==> src/pkg/wdog_pkg.sv <==
package wdog_pkg;
  // Source clock and tick rate
  localparam int unsigned SYS_CLK_HZ = 25000000;
  localparam int unsigned TICK_HZ = 256;
  localparam int unsigned TICK_DIV = SYS_CLK_HZ / TICK_HZ;
  // Watchdog counter width and overflow stage
  localparam int unsigned WDOG_WIDTH = 10;
  // Reset values
  localparam logic WDOG_ENABLE_RST = 1'b1;
  localparam logic [9:0] WDOG_COUNT_RST = 10'h000;
  // I/O address of the control bits
  localparam logic [15:0] WDOG_CTRL_ADDR = 16'hFF07;
  localparam int unsigned ENABLE_BIT_POS = 1;
  localparam int unsigned CLEAR_BIT_POS = 0;
  // Interrupt vector
  localparam logic [15:0] NMI_VECTOR = 16'h0100;
  // Overflow period in seconds
  localparam int unsigned OVERFLOW_MIN_S = 3;
  localparam int unsigned OVERFLOW_MAX_S = 4;
  typedef enum logic [1:0] {
    GATE_BLOCKED,
    GATE_HALF,
    GATE_OPEN
  } nmi_gate_type;
endpackage : wdog_pkg

==> src/logic/tick_divider.sv <==
`timescale 1ns/100ps
module tick_divider #(
  parameter int unsigned DIV = wdog_pkg::TICK_DIV
) (
  // Clock and reset
  input wire logic sys_clk,
  input wire logic rst,
  // Restart and tick
  input wire logic restart,
  output logic tick
);
  logic [31:0] cnt_ff;
  always_ff @(posedge sys_clk or posedge rst) begin
    if (rst) begin
      cnt_ff <= 32'h00000000;
    end else if (restart || cnt_ff == DIV - 1) begin
      cnt_ff <= 32'h00000000;
    end else begin
      cnt_ff <= cnt_ff + 32'h00000001;
    end
  end
  always_ff @(posedge sys_clk or posedge rst) begin
    if (rst) begin
      tick <= 1'b0;
    end else begin
      tick <= !restart && (cnt_ff == DIV - 1);
    end
  end
endmodule : tick_divider

==> src/logic/watchdog_nmi_timer.sv <==
`timescale 1ns/100ps
module watchdog_nmi_timer #(
  parameter int unsigned TICK_DIV = wdog_pkg::TICK_DIV,
  parameter int unsigned WIDTH = wdog_pkg::WDOG_WIDTH
) (
  // Clock and reset
  input wire logic sys_clk,
  input wire logic rst,
  // I/O write and read port of the control bits
  input wire logic ioWrite,
  input wire logic [15:0] ioAddr,
  input wire logic [3:0] ioWrData,
  output logic [3:0] ioRdData,
  // CPU state
  input wire logic cpuHalted,
  input wire logic stack_pointer_first_half,
  input wire logic stack_pointer_second_half,
  input wire logic nmiTaken,
  // Interrupt outputs
  output logic nmiRequest,
  output logic nmiPending,
  output logic haltRelease,
  output logic [15:0] nmiVector,
  // Status
  output logic wdog_enable_bit,
  output logic [9:0] wdogCount
);
  logic ctrlSel;
  logic wdog_clear_strobe;
  logic tick;
  logic [WIDTH-1:0] cnt_ff;
  logic ovf;
  logic enable_ff;
  logic pend_ff;
  wdog_pkg::nmi_gate_type gate_ff;

  assign ctrlSel = ioWrite && (ioAddr == wdog_pkg::WDOG_CTRL_ADDR);
  assign wdog_clear_strobe = ctrlSel
    && ioWrData[wdog_pkg::CLEAR_BIT_POS];

  // Enable bit set by reset so the watchdog runs untouched
  always_ff @(posedge sys_clk or posedge rst) begin
    if (rst) begin
      enable_ff <= wdog_pkg::WDOG_ENABLE_RST;
    end else if (ctrlSel) begin
      enable_ff <= ioWrData[wdog_pkg::ENABLE_BIT_POS];
    end
  end
  assign wdog_enable_bit = enable_ff;

  // Divider restarts on clear so the period is counted from the write
  tick_divider #(
    .DIV(TICK_DIV)
  ) u_tick (
    .sys_clk(sys_clk),
    .rst(rst),
    .restart(wdog_clear_strobe),
    .tick(tick)
  );

  // Overflow of the last stage: 1024 ticks at 256 Hz is 4 s
  assign ovf = tick && enable_ff && !wdog_clear_strobe
    && (&cnt_ff);

  // Halt does not gate the counter
  always_ff @(posedge sys_clk or posedge rst) begin
    if (rst) begin
      cnt_ff <= WIDTH'(wdog_pkg::WDOG_COUNT_RST);
    end else if (wdog_clear_strobe) begin
      cnt_ff <= '0;
    end else if (tick && enable_ff) begin
      cnt_ff <= cnt_ff + 1'b1;
    end
  end
  assign wdogCount = 10'(cnt_ff);

  // Single cycle request per overflow
  always_ff @(posedge sys_clk or posedge rst) begin
    if (rst) begin
      nmiRequest <= 1'b0;
    end else begin
      nmiRequest <= ovf;
    end
  end

  // Stack pointer pairing gate; after reset the interrupt is held off
  always_ff @(posedge sys_clk or posedge rst) begin
    if (rst) begin
      gate_ff <= wdog_pkg::GATE_BLOCKED;
    end else begin
      case (gate_ff)
        wdog_pkg::GATE_BLOCKED: begin
          if (stack_pointer_first_half) begin
            gate_ff <= wdog_pkg::GATE_HALF;
          end
        end
        wdog_pkg::GATE_HALF: begin
          if (stack_pointer_second_half) begin
            gate_ff <= wdog_pkg::GATE_OPEN;
          end
        end
        wdog_pkg::GATE_OPEN: begin
          if (stack_pointer_first_half) begin
            gate_ff <= wdog_pkg::GATE_HALF;
          end
        end
        default: begin
          gate_ff <= wdog_pkg::GATE_BLOCKED;
        end
      endcase
    end
  end

  // Pending latch: no interrupt disable flag input, so it cannot be masked.
  // New overflow wins over acceptance in the same cycle.
  always_ff @(posedge sys_clk or posedge rst) begin
    if (rst) begin
      pend_ff <= 1'b0;
    end else if (ovf) begin
      pend_ff <= 1'b1;
    end else if (!enable_ff) begin
      pend_ff <= 1'b0;
    end else if (nmiTaken) begin
      pend_ff <= 1'b0;
    end
  end

  assign nmiPending = pend_ff
    && (gate_ff == wdog_pkg::GATE_OPEN);
  assign haltRelease = nmiPending && cpuHalted;

  always_ff @(posedge sys_clk or posedge rst) begin
    if (rst) begin
      nmiVector <= 16'h0000;
    end else begin
      nmiVector <= wdog_pkg::NMI_VECTOR;
    end
  end

  // Clear bit always reads 0
  always_comb begin
    ioRdData = 4'h0;
    if (ioAddr == wdog_pkg::WDOG_CTRL_ADDR) begin
      ioRdData[wdog_pkg::ENABLE_BIT_POS] = enable_ff;
    end
  end
endmodule : watchdog_nmi_timer

==> config.mk <==
export PLATFORM = sky130hd
export DESIGN_NAME = watchdog_nmi_timer
export DESIGN_NICKNAME = d
export VERILOG_FILES = /design/src/pkg/wdog_pkg.sv /design/src/logic/tick_divider.sv /design/src/logic/watchdog_nmi_timer.sv
export SDC_FILE = /design/constraint.sdc
export NUM_CORES = 1
export LEC_CHECK = 0
export BUFFER_PORTS_ARGS = -buffer_cell sky130_fd_sc_hd__buf_2
export CORE_AREA = 5 5 81 98
export DETAILED_ROUTE_END_ITERATION = 10
export DIE_AREA = 0 0 86 103
export GPL_TIMING_DRIVEN = 0
export PLACE_DENSITY_LB_ADDON = 0.3
export RECOVER_POWER = 50
export SLEW_MARGIN = 20
export SYNTH_ARGS = -nofsm -noshare
export SYNTH_HDL_FRONTEND = slang
export SYNTH_SLANG_ARGS = --single-unit
==> constraint.sdc <==
create_clock -name sys_clk -period 5.3 [get_ports sys_clk]
set_input_delay 0.795 -clock sys_clk [delete_from_list [all_inputs] [get_ports sys_clk]]
set_output_delay 0.795 -clock sys_clk [all_outputs]
set_load 0.1 [all_outputs]
== Word level (Yosys, flattened, before mapping) ==
Cells that the tools add are included.

* Add/sub/neg operators: 2
* Multipliers: 0
* Div/mod/pow operators: 0
* $lt $le $gt $ge: 0
* Equal/unequal tests: 7
* Shifts and indexed selects: 0
* Multiplexer cells: 10
* Bitwise gates (word level): 0
* Reductions and logical operators: 15

{| class="wikitable"
|+ Operators by type and width
! cell !! number
|-
| $add A32 B1 Y32 const B || 1
|-
| $eq A32 B17 Y1 const B || 1
|-
| $mux W32 || 1
|-
| $mux W10 || 2
|-
| $eq A16 B16 Y1 const B || 1
|-
| $add A10 B1 Y10 const B || 1
|-
| $reduce_and A10 Y1 || 1
|-
| $logic_and A1 B1 Y1 || 8
|-
| $mux W1 || 4
|-
| $mux W2 || 2
|-
| $pmux W2 S2 || 1
|-
| $ne A3 B3 Y1 const B || 1
|-
| $eq A2 B1 Y1 const B || 1
|-
| $eq A2 B2 Y1 const B || 1
|-
| $logic_not A2 Y1 || 1
|-
| $ne A2 B1 Y1 const B || 1
|-
| $ne A2 B2 Y1 const B || 1
|-
| $reduce_and A2 Y1 || 1
|-
| $reduce_bool A2 Y1 || 1
|-
| $reduce_or A2 Y1 || 1
|-
| $logic_not A1 Y1 || 1
|-
| $logic_or A1 B1 Y1 || 1
|}

* Register bits after elaboration: 49
* Latch bits: 0
* Bits in writable memories: 0
* Memory bits (read-only): 0
* Input port bits: 27
* Output and inout bits: 34
* Word-level logic and storage cells: 42
* Memories: 0

== Depth between registers and ports, before layout ==
Gate-level depths: netlist (run 1).

* Word-level depth: 7
* Mapped depth: 7
* Depth with buffers taken out: 6

== Hierarchy ==
From an unflattened synthesis (run 1), not the netlist that was laid out.

* Cell total of the unflattened synthesis: 287
* Area, all modules: 2733.9 um^2

{| class="wikitable"
|+ Modules (own cells, without submodules)
! module !! instances !! cells an instance !! area an instance (um^2) !! seq. area each (um^2)
|-
| tick_divider || 1 || 189 || 1783.0 || 825.8
|-
| watchdog_nmi_timer || 1 || 98 || 950.9 || 401.6
|}

== Worst setup path before layout (run 1) ==
No wires, ideal clock.

* Path type: register -> output
* Start: reg gate_ff[0]
* End: out haltRelease
* Arrival: 2.707 ns
* Required time: 4.505 ns
* Setup slack: 1.798 ns
* Stages on the path, launching flop included: 4
* Buffers on the path: 0
* Cells stage by stage: dfrtp_1 nand2b_1 nor2_1 and2_1

* Word-level cells in the longest chain between the ends: 3

{| class="wikitable"
|+ RTL lines
! item !! line !! RTL
|-
| start: declaration || watchdog_nmi_timer.sv:35 || <nowiki>wdog_pkg::nmi_gate_type gate_ff;</nowiki>
|-
| start signal: assignment || watchdog_nmi_timer.sv:89 || <nowiki>gate_ff <= wdog_pkg::GATE_BLOCKED;</nowiki>
|-
| start signal: assignment || watchdog_nmi_timer.sv:94 || <nowiki>gate_ff <= wdog_pkg::GATE_HALF;</nowiki>
|-
| start signal: assignment || watchdog_nmi_timer.sv:99 || <nowiki>gate_ff <= wdog_pkg::GATE_OPEN;</nowiki>
|-
| $eq A2 B2 Y1 || watchdog_nmi_timer.sv:129 || <nowiki>&& (gate_ff == wdog_pkg::GATE_OPEN);</nowiki>
|-
| $logic_and A1 B1 Y1 || watchdog_nmi_timer.sv:129 ||
|-
| net nmiPending || watchdog_nmi_timer.sv:21 || <nowiki>output logic nmiPending,</nowiki>
|-
| $logic_and A1 B1 Y1 || watchdog_nmi_timer.sv:130 || <nowiki>assign haltRelease = nmiPending && cpuHalted;</nowiki>
|-
| end: declaration || watchdog_nmi_timer.sv:22 || <nowiki>output logic haltRelease,</nowiki>
|}

The timed path passes the listed nets, and every way through them passes these cells.

== Worst setup path after layout (run 1) ==
* Start: in ioAddr[4]
* End: out ioRdData[1]

* Word-level cells in the longest chain between the ends: 2

{| class="wikitable"
|+ RTL lines
! item !! line !! RTL
|-
| start: declaration || watchdog_nmi_timer.sv:11 || <nowiki>input wire logic [15:0] ioAddr,</nowiki>
|-
| $eq A16 B16 Y1 || watchdog_nmi_timer.sv:143 || <nowiki>if (ioAddr == wdog_pkg::WDOG_CTRL_ADDR) begin</nowiki>
|-
| $mux W1 || watchdog_nmi_timer.sv:143 ||
|-
| end: declaration || watchdog_nmi_timer.sv:13 || <nowiki>output logic [3:0] ioRdData,</nowiki>
|}

No other way between the ends.

==> results of run 1 <==
worst max-delay path by stage:
stage / from / end / slack (ns) / cells after the start
floorplan: gate_ff[0]$_DFFE_PP0P_ / haltRelease / 1.80 / 3
global placement: ioAddr[4] / ioRdData[1] / 2.41 / 5
detailed placement: ioAddr[4] / ioRdData[1] / 2.41 / 5
CTS: ioAddr[4] / ioRdData[1] / 2.41 / 5
global route: rst / u_tick.tick$_DFF_PP0_ / 2.21 / 3
finish: ioAddr[4] / ioRdData[1] / 2.42 / 5
layout make-up:
type,instances,area (sq um)
Clock inverter,2,15.01
Multi-Input combinational cell,209,1284
Sequential cell,49,1227
Fill cell,693,3909
Tap cell,90,112.6
Buffer,25,183.9
Inverter,4,15.01
Clock buffer,6,72.57
Timing Repair Buffer,41,200.2
flip-flops by register name, indices dropped and copies added, names as in the netlist:
name,count
nmiRequest,1
nmiVector,1
u_tick.cnt_ff,32
gate_ff,2
wdog_enable_bit,1
pend_ff,1
u_tick.tick,1
wdogCount,10
kinds of logic after synthesis:
kind of cell | after synthesis | share of synthesized area (%)
and+or+nand+nor | 141 | 29.49
DFF | 49 | 46.36
xor gates and xnor gates | 37 | 12.24
buffers and inverters | 29 | 7.561
AOI/OAI and AO/OA | 8 | 2.269
adders and majority gates | 2 | 0.9450
other | 2 | 0.2837
muxes | 2 | 0.8506
cells in the final DEF, fill, tap and decap left out, types with 5 or more instances in the layout:
cell / Yosys / routed
nand3_1: 15 / 15
and3_1: 13 / 13
xnor2_1: 8 / 8
nand2_1: 20 / 20
nor4_1: 6 / 6
clkbuf_8: 0 / 5
buf_4: 18 / 18
buf_2: 0 / 37
clkbuf_1: 3 / 9
nor2_1: 29 / 29
and2_1: 5 / 5
nand4_1: 14 / 14
conb_1: 2 / 19
nor2_2: 18 / 18
xor2_1: 29 / 29
dfrtp_1: 48 / 48
stage by stage:
stage          std cells  hold slack (ns)  utilization (%)  setup slack [ns]  power, mW
2_1_floorplan        287           0.4467                -             1.798     0.4837
3_3_place_gp         417           0.4619            43.08             2.410     0.4973
3_5_place_dp         418           0.4716            43.37             2.414     0.5006
4_1_cts              426           0.4830            44.62             2.408     0.7243
5_1_grt              426           0.4926            44.31             2.207     0.7452
6_report             426           0.4795            44.31             2.418     0.7102
layer usage:
layer	part of all wire, %	vias to the layer above	global-route usage [%]
met4	0.78	0	3.532
met5	0	-	0
met3	7.0	5	3.277
li1	-	1010	-
met2	50	55	23.98
met1	42	949	14.58
cells in the mapped netlist (all sizes together), types with 2 or more instances:
| cell | number | area, sq um |
|---|---|---|
| conb | 2 | 7.510 |
| nand2b | 2 | 12.51 |
| and2 | 5 | 31.28 |
| ha | 2 | 25.02 |
| nand4 | 14 | 87.58 |
| nor3 | 2 | 10.01 |
| nor4 | 6 | 37.54 |
| inv | 4 | 15.01 |
| mux2 | 2 | 22.52 |
| xnor2 | 8 | 70.07 |
| a21oi | 2 | 10.01 |
| and4 | 3 | 26.28 |
| nor2 | 47 | 221.5 |
| nor2b | 2 | 17.52 |
| nand2 | 20 | 75.07 |
| xor2 | 29 | 254.0 |
| nand3 | 15 | 75.07 |
| dfrtp | 48 | 1201 |
| or4 | 3 | 26.27 |
| nand4bb | 2 | 22.52 |
| clkbuf | 4 | 16.26 |
| a31oi | 2 | 12.51 |
| nand4b | 2 | 17.52 |
| and3 | 13 | 81.33 |
| nor4b | 2 | 17.52 |
| buf | 21 | 168.9 |
power groups by stage:
stage / combinational [mW] / sequential [mW] / clock (mW)
floorplan: 0.0840 / 0.400 / 0
global placement: 0.0990 / 0.398 / 0
detailed placement: 0.102 / 0.399 / 0
CTS: 0.102 / 0.391 / 0.231
global route: 0.106 / 0.393 / 0.246
finish: 0.0995 / 0.391 / 0.220
==> flow_summary.json, run 1 <==
{
  "comb_power_share_pct": 14.0,
  "hold_depth": 1,
  "drc": 0,
  "cts_tree": "yes",
  "syn2layout_area_growth_pct": 17.49,
  "syn_area_sq_um": 2648,
  "gp_congestion": 0.8578,
  "ios": 61,
  "hold_viol_final": 0,
  "fin_crit_sh_pct": 54.38,
  "synth_ff_type": "dfrtp_1",
  "rows": 34,
  "coreArea_sq_um": 7019,
  "syn_inst": 270,
  "fin_skew_ns": 0.01314,
  "cp.required_ns": 4.51,
  "finalSetupViolCount": 0,
  "synth.distinct_cells": 39,
  "rsz0062_at_grt": "false",
  "path_buf_inv": 2,
  "switching_share_pct": 29.69,
  "max_stage_delay_ns": 0.42,
  "grt_overflow_total": 0,
  "ctsHoldBuffers": 0,
  "min_from": "gate_ff[1]$_DFFE_PP0P_",
  "p_switching_uw": 210.8,
  "io_buffers": 40,
  "r2r_slack_ns": 2.97,
  "start_util_pct": 37.72,
  "seq_area_frac_synth_pct": 46.36,
  "intPower_uw": 499.4,
  "r2r_cells": 7,
  "tightest_slew_ns": 1.579,
  "numCtsBuffers": 5,
  "htreeDepth": 2,
  "die-area_sq_um": 8858,
  "insertedDiodeCount": 0,
  "end_kind": "primary output",
  "path_clk_slew_ns": 0.08,
  "grt_start_max_net_pins": 31,
  "die_h_um": 103,
  "finalMaxSlewViolations": 31,
  "leakage_nw": 1.411,
  "dpl_cell_area_sq_um": 3044,
  "viasPerCell": 4.739,
  "max_slew_margin_pct": -5.241,
  "ctsResizeCount": 0,
  "route.antenna.remaining_nets": 0,
  "worstSetupPathType": "in2out",
  "syn_avg_cell_area_sq_um": 9.806,
  "cts-root-buf": "clkbuf_8",
  "ys_ff_latch": 49,
  "violations": "max-capacitance violations, max-slew violations",
  "clk_latency_ns": 0.30,
  "holdPathEnd": "gate_ff[1]$_DFFE_PP0P_",
  "power.clock.fraction_pct": 30.9,
  "routed_wl_mm": 5.392,
  "clkSinkCount": 49,
  "reg2reg_from": "u_tick.cnt_ff[0]$_DFF_PP0_",
  "grt_usage_pct": 12.91,
  "power.density_nw_per_um2": 228.3,
  "wl_per_cell_um": 12.66,
  "die_w_um": 86,
  "drive_gt1_share_pct": 27.68,
  "setup-tns-final_ns": 0,
  "status": "finished with violations",
  "post_cts_buffers": 0,
  "start_kind": "primary input",
  "cp.arrival_ns": 2.09,
  "antenna_found_initial": 0,
  "seqPwrFrac_pct": 55.1,
  "slowest_stage": "nor4_1",
  "cp_common_cell": "buf_2",
  "grt_pass1_vias": 2058,
  "fin_area_sq_um": 3110,
  "irDropWorstVdd_mv": 0.09720,
  "cp_max_fo": 3,
  "crit_chain": "buf_2 > nand4bb_1 > nor4_1 > and2_1 > buf_2",
  "layout_min_cycle_time_ns": 2.882,
  "fin_nets": 364,
  "dp_hpwl_mm": 4.124,
  "clockBufferDepth": 2,
  "synth_edf_count": 0,
  "fmax_mhz": 347.0,
  "async_reset_ff_share_pct": 100.0,
  "firstDrtPassIters": 4,
  "grt_pass1_wl_mm": 9.252,
  "vias": 2019,
  "synth_warnings": 0,
  "hp-class": "reg2reg",
  "crit_family": "simple AND/OR/NAND/NOR gates",
  "r2r_end": "u_tick.cnt_ff[19]$_DFF_PP0_",
  "drv_cap": 1,
  "drt_iter0_markers": 55
}
No activity file was read; power rests on OpenSTA's default activity.
==> run 2, diff against run 1 <==
- clock period: 5.3 -> 2.65 ns (I/O delays scaled with it)
==> run 2 against run 1 <==
  * Setup slack worse by 2.0 ns
  * Total power is 98% higher
  * Register-to-register slack worse by 2.5 ns
  * The run now ends clean
  * Critical path depth is 2 higher
  * Critical endpoint is now u_tick.cnt_ff[19]$_DFF_PP0_
==> flow_summary.json, run 2 (same netlist as run 1, synthesis figures left out) <==
{
  "cp.arrival_ns": 2.40,
  "ctsResizeCount": 0,
  "cts_tree": "yes",
  "drv_cap": 0,
  "drc": 0,
  "setup-tns-final_ns": 0,
  "grt_start_max_net_pins": 29,
  "die_w_um": 86,
  "clkSinkCount": 49,
  "start_kind": "flip-flop",
  "r2r_slack_ns": 0.44,
  "status": "finished, final reports clean",
  "leakage_nw": 1.429,
  "tightest_slew_ns": 1.253,
  "rows": 34,
  "routed_wl_mm": 5.346,
  "insertedDiodeCount": 0,
  "worstSetupPathType": "reg2reg",
  "hp-class": "in2async",
  "numCtsBuffers": 5,
  "grt_pass1_wl_mm": 9.328,
  "rsz0062_at_grt": "false",
  "syn2layout_area_growth_pct": 17.91,
  "power.density_nw_per_um2": 450.1,
  "antenna_found_initial": 0,
  "drt_iter0_markers": 42,
  "irDropWorstVdd_mv": 0.1846,
  "die_h_um": 103,
  "r2r_cells": 7,
  "firstDrtPassIters": 4,
  "cts-root-buf": "clkbuf_8",
  "layout_min_cycle_time_ns": 2.213,
  "gp_congestion": 0.8399,
  "fin_area_sq_um": 3122,
  "whs_ns": 0.2434,
  "ios": 61,
  "ctsHoldBuffers": 0,
  "fillers": 734,
  "cp.required_ns": 2.84,
  "clockBufferDepth": 2,
  "seqCellArea_sq_um": 1227,
  "fmax_mhz": 451.9,
  "path_clk_slew_ns": 0.09,
  "largest_reg_flops": 32,
  "finalMaxSlewViolations": 0,
  "layout_common_cells": "dfrtp_1 (48), buf_2 (37), xor2_1 (29), nor2_1 (28), nand2_1 (20)",
  "regMostFlops": "u_tick.cnt_ff",
  "wl_per_cell_um": 12.55,
  "final_common_cell": "dfrtp_1",
  "route.antenna.remaining_nets": 0,
  "max_slew_margin_pct": 16.47,
  "viasPerCell": 4.688,
  "vias": 1997,
  "htreeDepth": 2,
  "multi_input_area_sq_um": 1292,
  "grt_overflow_total": 0,
  "drive_gt1_share_pct": 27.98,
  "finalSetupViolCount": 0,
  "grt_usage_pct": 13.23,
  "io_buffers": 40,
  "fin_nets": 364,
  "dpl_cell_area_sq_um": 3047,
  "start_util_pct": 37.72,
  "dp_hpwl_mm": 4.074,
  "coreArea_sq_um": 7019,
  "cp_max_fo": 10,
  "fin_crit_sh_pct": 83.50,
  "fin_skew_ns": 0.01335,
  "clk_latency_ns": 0.30,
  "grt_pass1_vias": 2044,
  "reg2reg_from": "u_tick.cnt_ff[0]$_DFF_PP0_",
  "post_cts_buffers": 0,
  "hold_viol_final": 0,
  "end_kind": "flip-flop",
  "r2r_end": "u_tick.cnt_ff[19]$_DFF_PP0_",
  "die-area_sq_um": 8858
}
==> run 2: cell types whose count changed in the layout (fill, tap and decap cells not counted), sizes merged <==
cell          delta
clkinv           +1
clkinvlp         -2
dlymetal6s4s     +1
==> run 2: metal layers <==
metal,up-vias,part of all wire (%),GRT usage [%]
met5,-,0,0
met4,0,1.6,4.141
met3,8,5.7,3.517
met2,45,51,24.09
met1,937,42,15.04
li1,1007,-,-
==> run 2: power by group <==
group	internal [mW]	switching [mW]	leakage (nW)
logic	0.0487	0.152	0.788
clock network	0.186	0.236	0.0422
registers	0.765	0.0173	0.599
total	0.999	0.406	1.43
==> run 2: stage by stage <==
| step | std cells | power [mW] | util (%) | setup WS [ns] |
|---|---|---|---|---|
| after floorplan | 287 | 0.9678 | - | 0.04209 |
| after global placement | 417 | 0.9947 | 43.12 | 0.4192 |
| after detailed placement | 418 | 1.001 | 43.40 | 0.4117 |
| after CTS | 426 | 1.426 | 44.56 | 0.4135 |
| after global routing | 426 | 1.472 | 44.47 | 0.2091 |
| final | 426 | 1.405 | 44.47 | 0.4373 |
==> run 2: worst max path at each step <==
stage	cells after the start	end	start	slack (ns)
finish	7	u_tick.cnt_ff[19]$_DFF_PP0_	u_tick.cnt_ff[0]$_DFF_PP0_	0.44
detailed placement	7	wdogCount[2]$_DFFE_PP0P_	ioAddr[4]	0.41
floorplan	3	haltRelease	gate_ff[0]$_DFFE_PP0P_	0.04
global route	3	u_tick.cnt_ff[23]$_DFF_PP0_	rst	0.21
CTS	7	u_tick.cnt_ff[19]$_DFF_PP0_	u_tick.cnt_ff[0]$_DFF_PP0_	0.41
global placement	2	u_tick.cnt_ff[23]$_DFF_PP0_	rst	0.42
==> run 2: layout make-up <==
| type | count | area share [%] |
|---|---|---|
| Inverter | 4 | 0.4810 |
| Tap cell | 90 | 3.607 |
| Clock inverter | 1 | 0.1603 |
| Sequential cell | 49 | 39.32 |
| Buffer | 25 | 5.892 |
| Timing Repair Buffer | 41 | 6.693 |
| Clock buffer | 7 | 2.445 |
| Multi-Input combinational cell | 209 | 41.40 |
==> run 2: worst max-delay path: stages (launching register included) <==
cell,delay [ns]
dfrtp_1,0.43
ha_1,0.29
nor4b_1,0.28
nand2_1,0.10
or4_4,0.53
o21bai_4,0.21
buf_6,0.20
nor2b_2,0.05
==> run 3, diff against run 2 <==
- clock period: 2.65 -> 2.2 ns (I/O delays scaled with it)
==> run 3 against run 2 <==
  * Via count rose by 0.25%
  * Utilization grew 0.75 points
  * Setup slack lost 0.35 ns
  * Clock power rose by 60%
  * First-iteration DRC count increased by 79%
  * Register-to-register slack worse by 0.35 ns
  * Worst hold slack got worse by 0.10 ns
  * Clock-buffer cell count is 1 lower
==> flow_summary.json, run 3 (same netlist as run 1, synthesis figures left out) <==
{
  "drc": 0,
  "fillers": 697,
  "r2r_end": "u_tick.cnt_ff[31]$_DFF_PP0_",
  "end_kind": "flip-flop",
  "cp-startpoint": "u_tick.cnt_ff[19]$_DFF_PP0_",
  "status": "finished, final reports clean",
  "insertedDiodeCount": 0,
  "path_clk_slew_ns": 0.09,
  "clkSinkCount": 49,
  "final_common_cell": "dfrtp_1",
  "dp_hpwl_mm": 4.031,
  "numCtsBuffers": 5,
  "die_w_um": 86,
  "die-area_sq_um": 8858,
  "whs_ns": 0.1400,
  "die_h_um": 103,
  "regMostFlops": "u_tick.cnt_ff",
  "hold_viol_final": 0,
  "grt_pass1_vias": 2007,
  "ctsResizeCount": 3,
  "fin_crit_sh_pct": 96.18,
  "ios": 61,
  "r2r_slack_ns": 0.08,
  "worstSetupPathType": "reg2reg",
  "cts-root-buf": "clkbuf_8",
  "viasPerCell": 4.700,
  "seqCellArea_sq_um": 1229,
  "grt_pass1_wl_mm": 9.170,
  "max_slew_margin_pct": 43.29,
  "total_power_mw": 1.860,
  "crit_cells": 5,
  "vias": 2002,
  "leakage_nw": 1.449,
  "fin_nets": 364,
  "grt_overflow_total": 0,
  "cp.arrival_ns": 2.31,
  "htreeDepth": 2,
  "layout_min_cycle_time_ns": 2.116,
  "syn2layout_area_growth_pct": 19.90,
  "crit_end": "u_tick.cnt_ff[31]$_DFF_PP0_",
  "crit_chain": "or4_1 > or4_4 > o21bai_4 > buf_6 > nor2_2",
  "grt_start_max_net_pins": 31,
  "cts_tree": "yes",
  "gp_congestion": 0.8180,
  "irDropWorstVdd_mv": 0.2553,
  "drt_iter0_markers": 75,
  "antenna_found_initial": 0,
  "fin_area_sq_um": 3174,
  "fin_skew_ns": 0.004938,
  "tightest_slew_ns": 0.8428,
  "clk_latency_ns": 0.31,
  "rsz0062_at_grt": "true",
  "multi_input_area_sq_um": 1308,
  "io_buffers": 40,
  "start_util_pct": 37.72,
  "dp_cells": 418,
  "cp.required_ns": 2.40,
  "reg2reg_from": "u_tick.cnt_ff[19]$_DFF_PP0_",
  "fmax_mhz": 472.6,
  "clockBufferDepth": 2,
  "cp_max_fo": 10,
  "path_buf_inv": 1,
  "finalMaxSlewViolations": 0,
  "coreArea_sq_um": 7019,
  "post_cts_buffers": 0,
  "finalSetupViolCount": 0,
  "grt_usage_pct": 12.81,
  "hp-class": "in2async",
  "dpl_cell_area_sq_um": 3053,
  "slowest_stage": "or4_4",
  "power.density_nw_per_um2": 585.9,
  "max_stage_delay_ns": 0.58,
  "layout_common_cells": "dfrtp_1 (47), buf_2 (40), xor2_1 (29), nor2_1 (28), nand2_1 (20)",
  "final_cells": 426,
  "ctsHoldBuffers": 0,
  "drv_cap": 0,
  "crit_family": "simple AND/OR/NAND/NOR gates",
  "start_kind": "flip-flop",
  "drive_gt1_share_pct": 31.25,
  "route.antenna.remaining_nets": 0,
  "wl_per_cell_um": 12.34,
  "largest_reg_flops": 32,
  "firstDrtPassIters": 4,
  "r2r_cells": 5,
  "rows": 34,
  "routed_wl_mm": 5.258
}
## run 3: how the worst min path moves through the flow
stage | start | to | slack, ns | depth (start not counted)
2_1_floorplan | stack_pointer_first_half | gate_ff[1]$_DFFE_PP0P_ | 0.44 | 1
3_3_place_gp | gate_ff[1]$_DFFE_PP0P_ | gate_ff[1]$_DFFE_PP0P_ | 0.46 | 1
3_5_place_dp | rst | nmiVector[8]$_DFF_PP0_ | 0.37 | 2
4_1_cts | rst | u_tick.cnt_ff[8]$_DFF_PP0_ | 0.03 | 2
5_1_grt | rst | nmiVector[8]$_DFF_PP0_ | 0.23 | 2
6_report | rst | nmiVector[8]$_DFF_PP0_ | 0.14 | 2
## run 3: worst register-to-register path: stages, from the launching register on
cell	delay (ns)
dfrtp_1	0.45
or4_1	0.52
or4_4	0.58
o21bai_4	0.21
buf_6	0.20
nor2_2	0.06
## run 3: final cells by class
type,count,area share (%)
Tap cell,90,3.548
Multi-Input combinational cell,209,41.19
Clock buffer,6,2.602
Timing Repair Buffer,41,6.464
Buffer,25,5.834
Clock inverter,2,1.183
Inverter,4,0.4730
Sequential cell,49,38.71
## run 3: power by group
group	internal, mW	switching, mW	leakage (nW)
sequential	0.921	0.0204	0.599
combinational	0.0581	0.184	0.793
clock	0.370	0.306	0.0574
## run 3: per-layer routing
metal	GRT usage, %	part of all wire [%]
met1	14.96	43
met2	22.67	50
met3	3.277	5.8
met4	4.629	1.7
met5	0	0
## run 3: metrics by stage
step                worst slack, ns  utilization [%]  setup TNS, ns
finish                      0.08411            45.22              0
global route              -0.002722            45.22      -0.002722
CTS                         0.06238            45.42              0
detailed placement         -0.02229            43.49        -0.2362
global placement           0.007114            43.21              0
floorplan                    0.1770                -              0
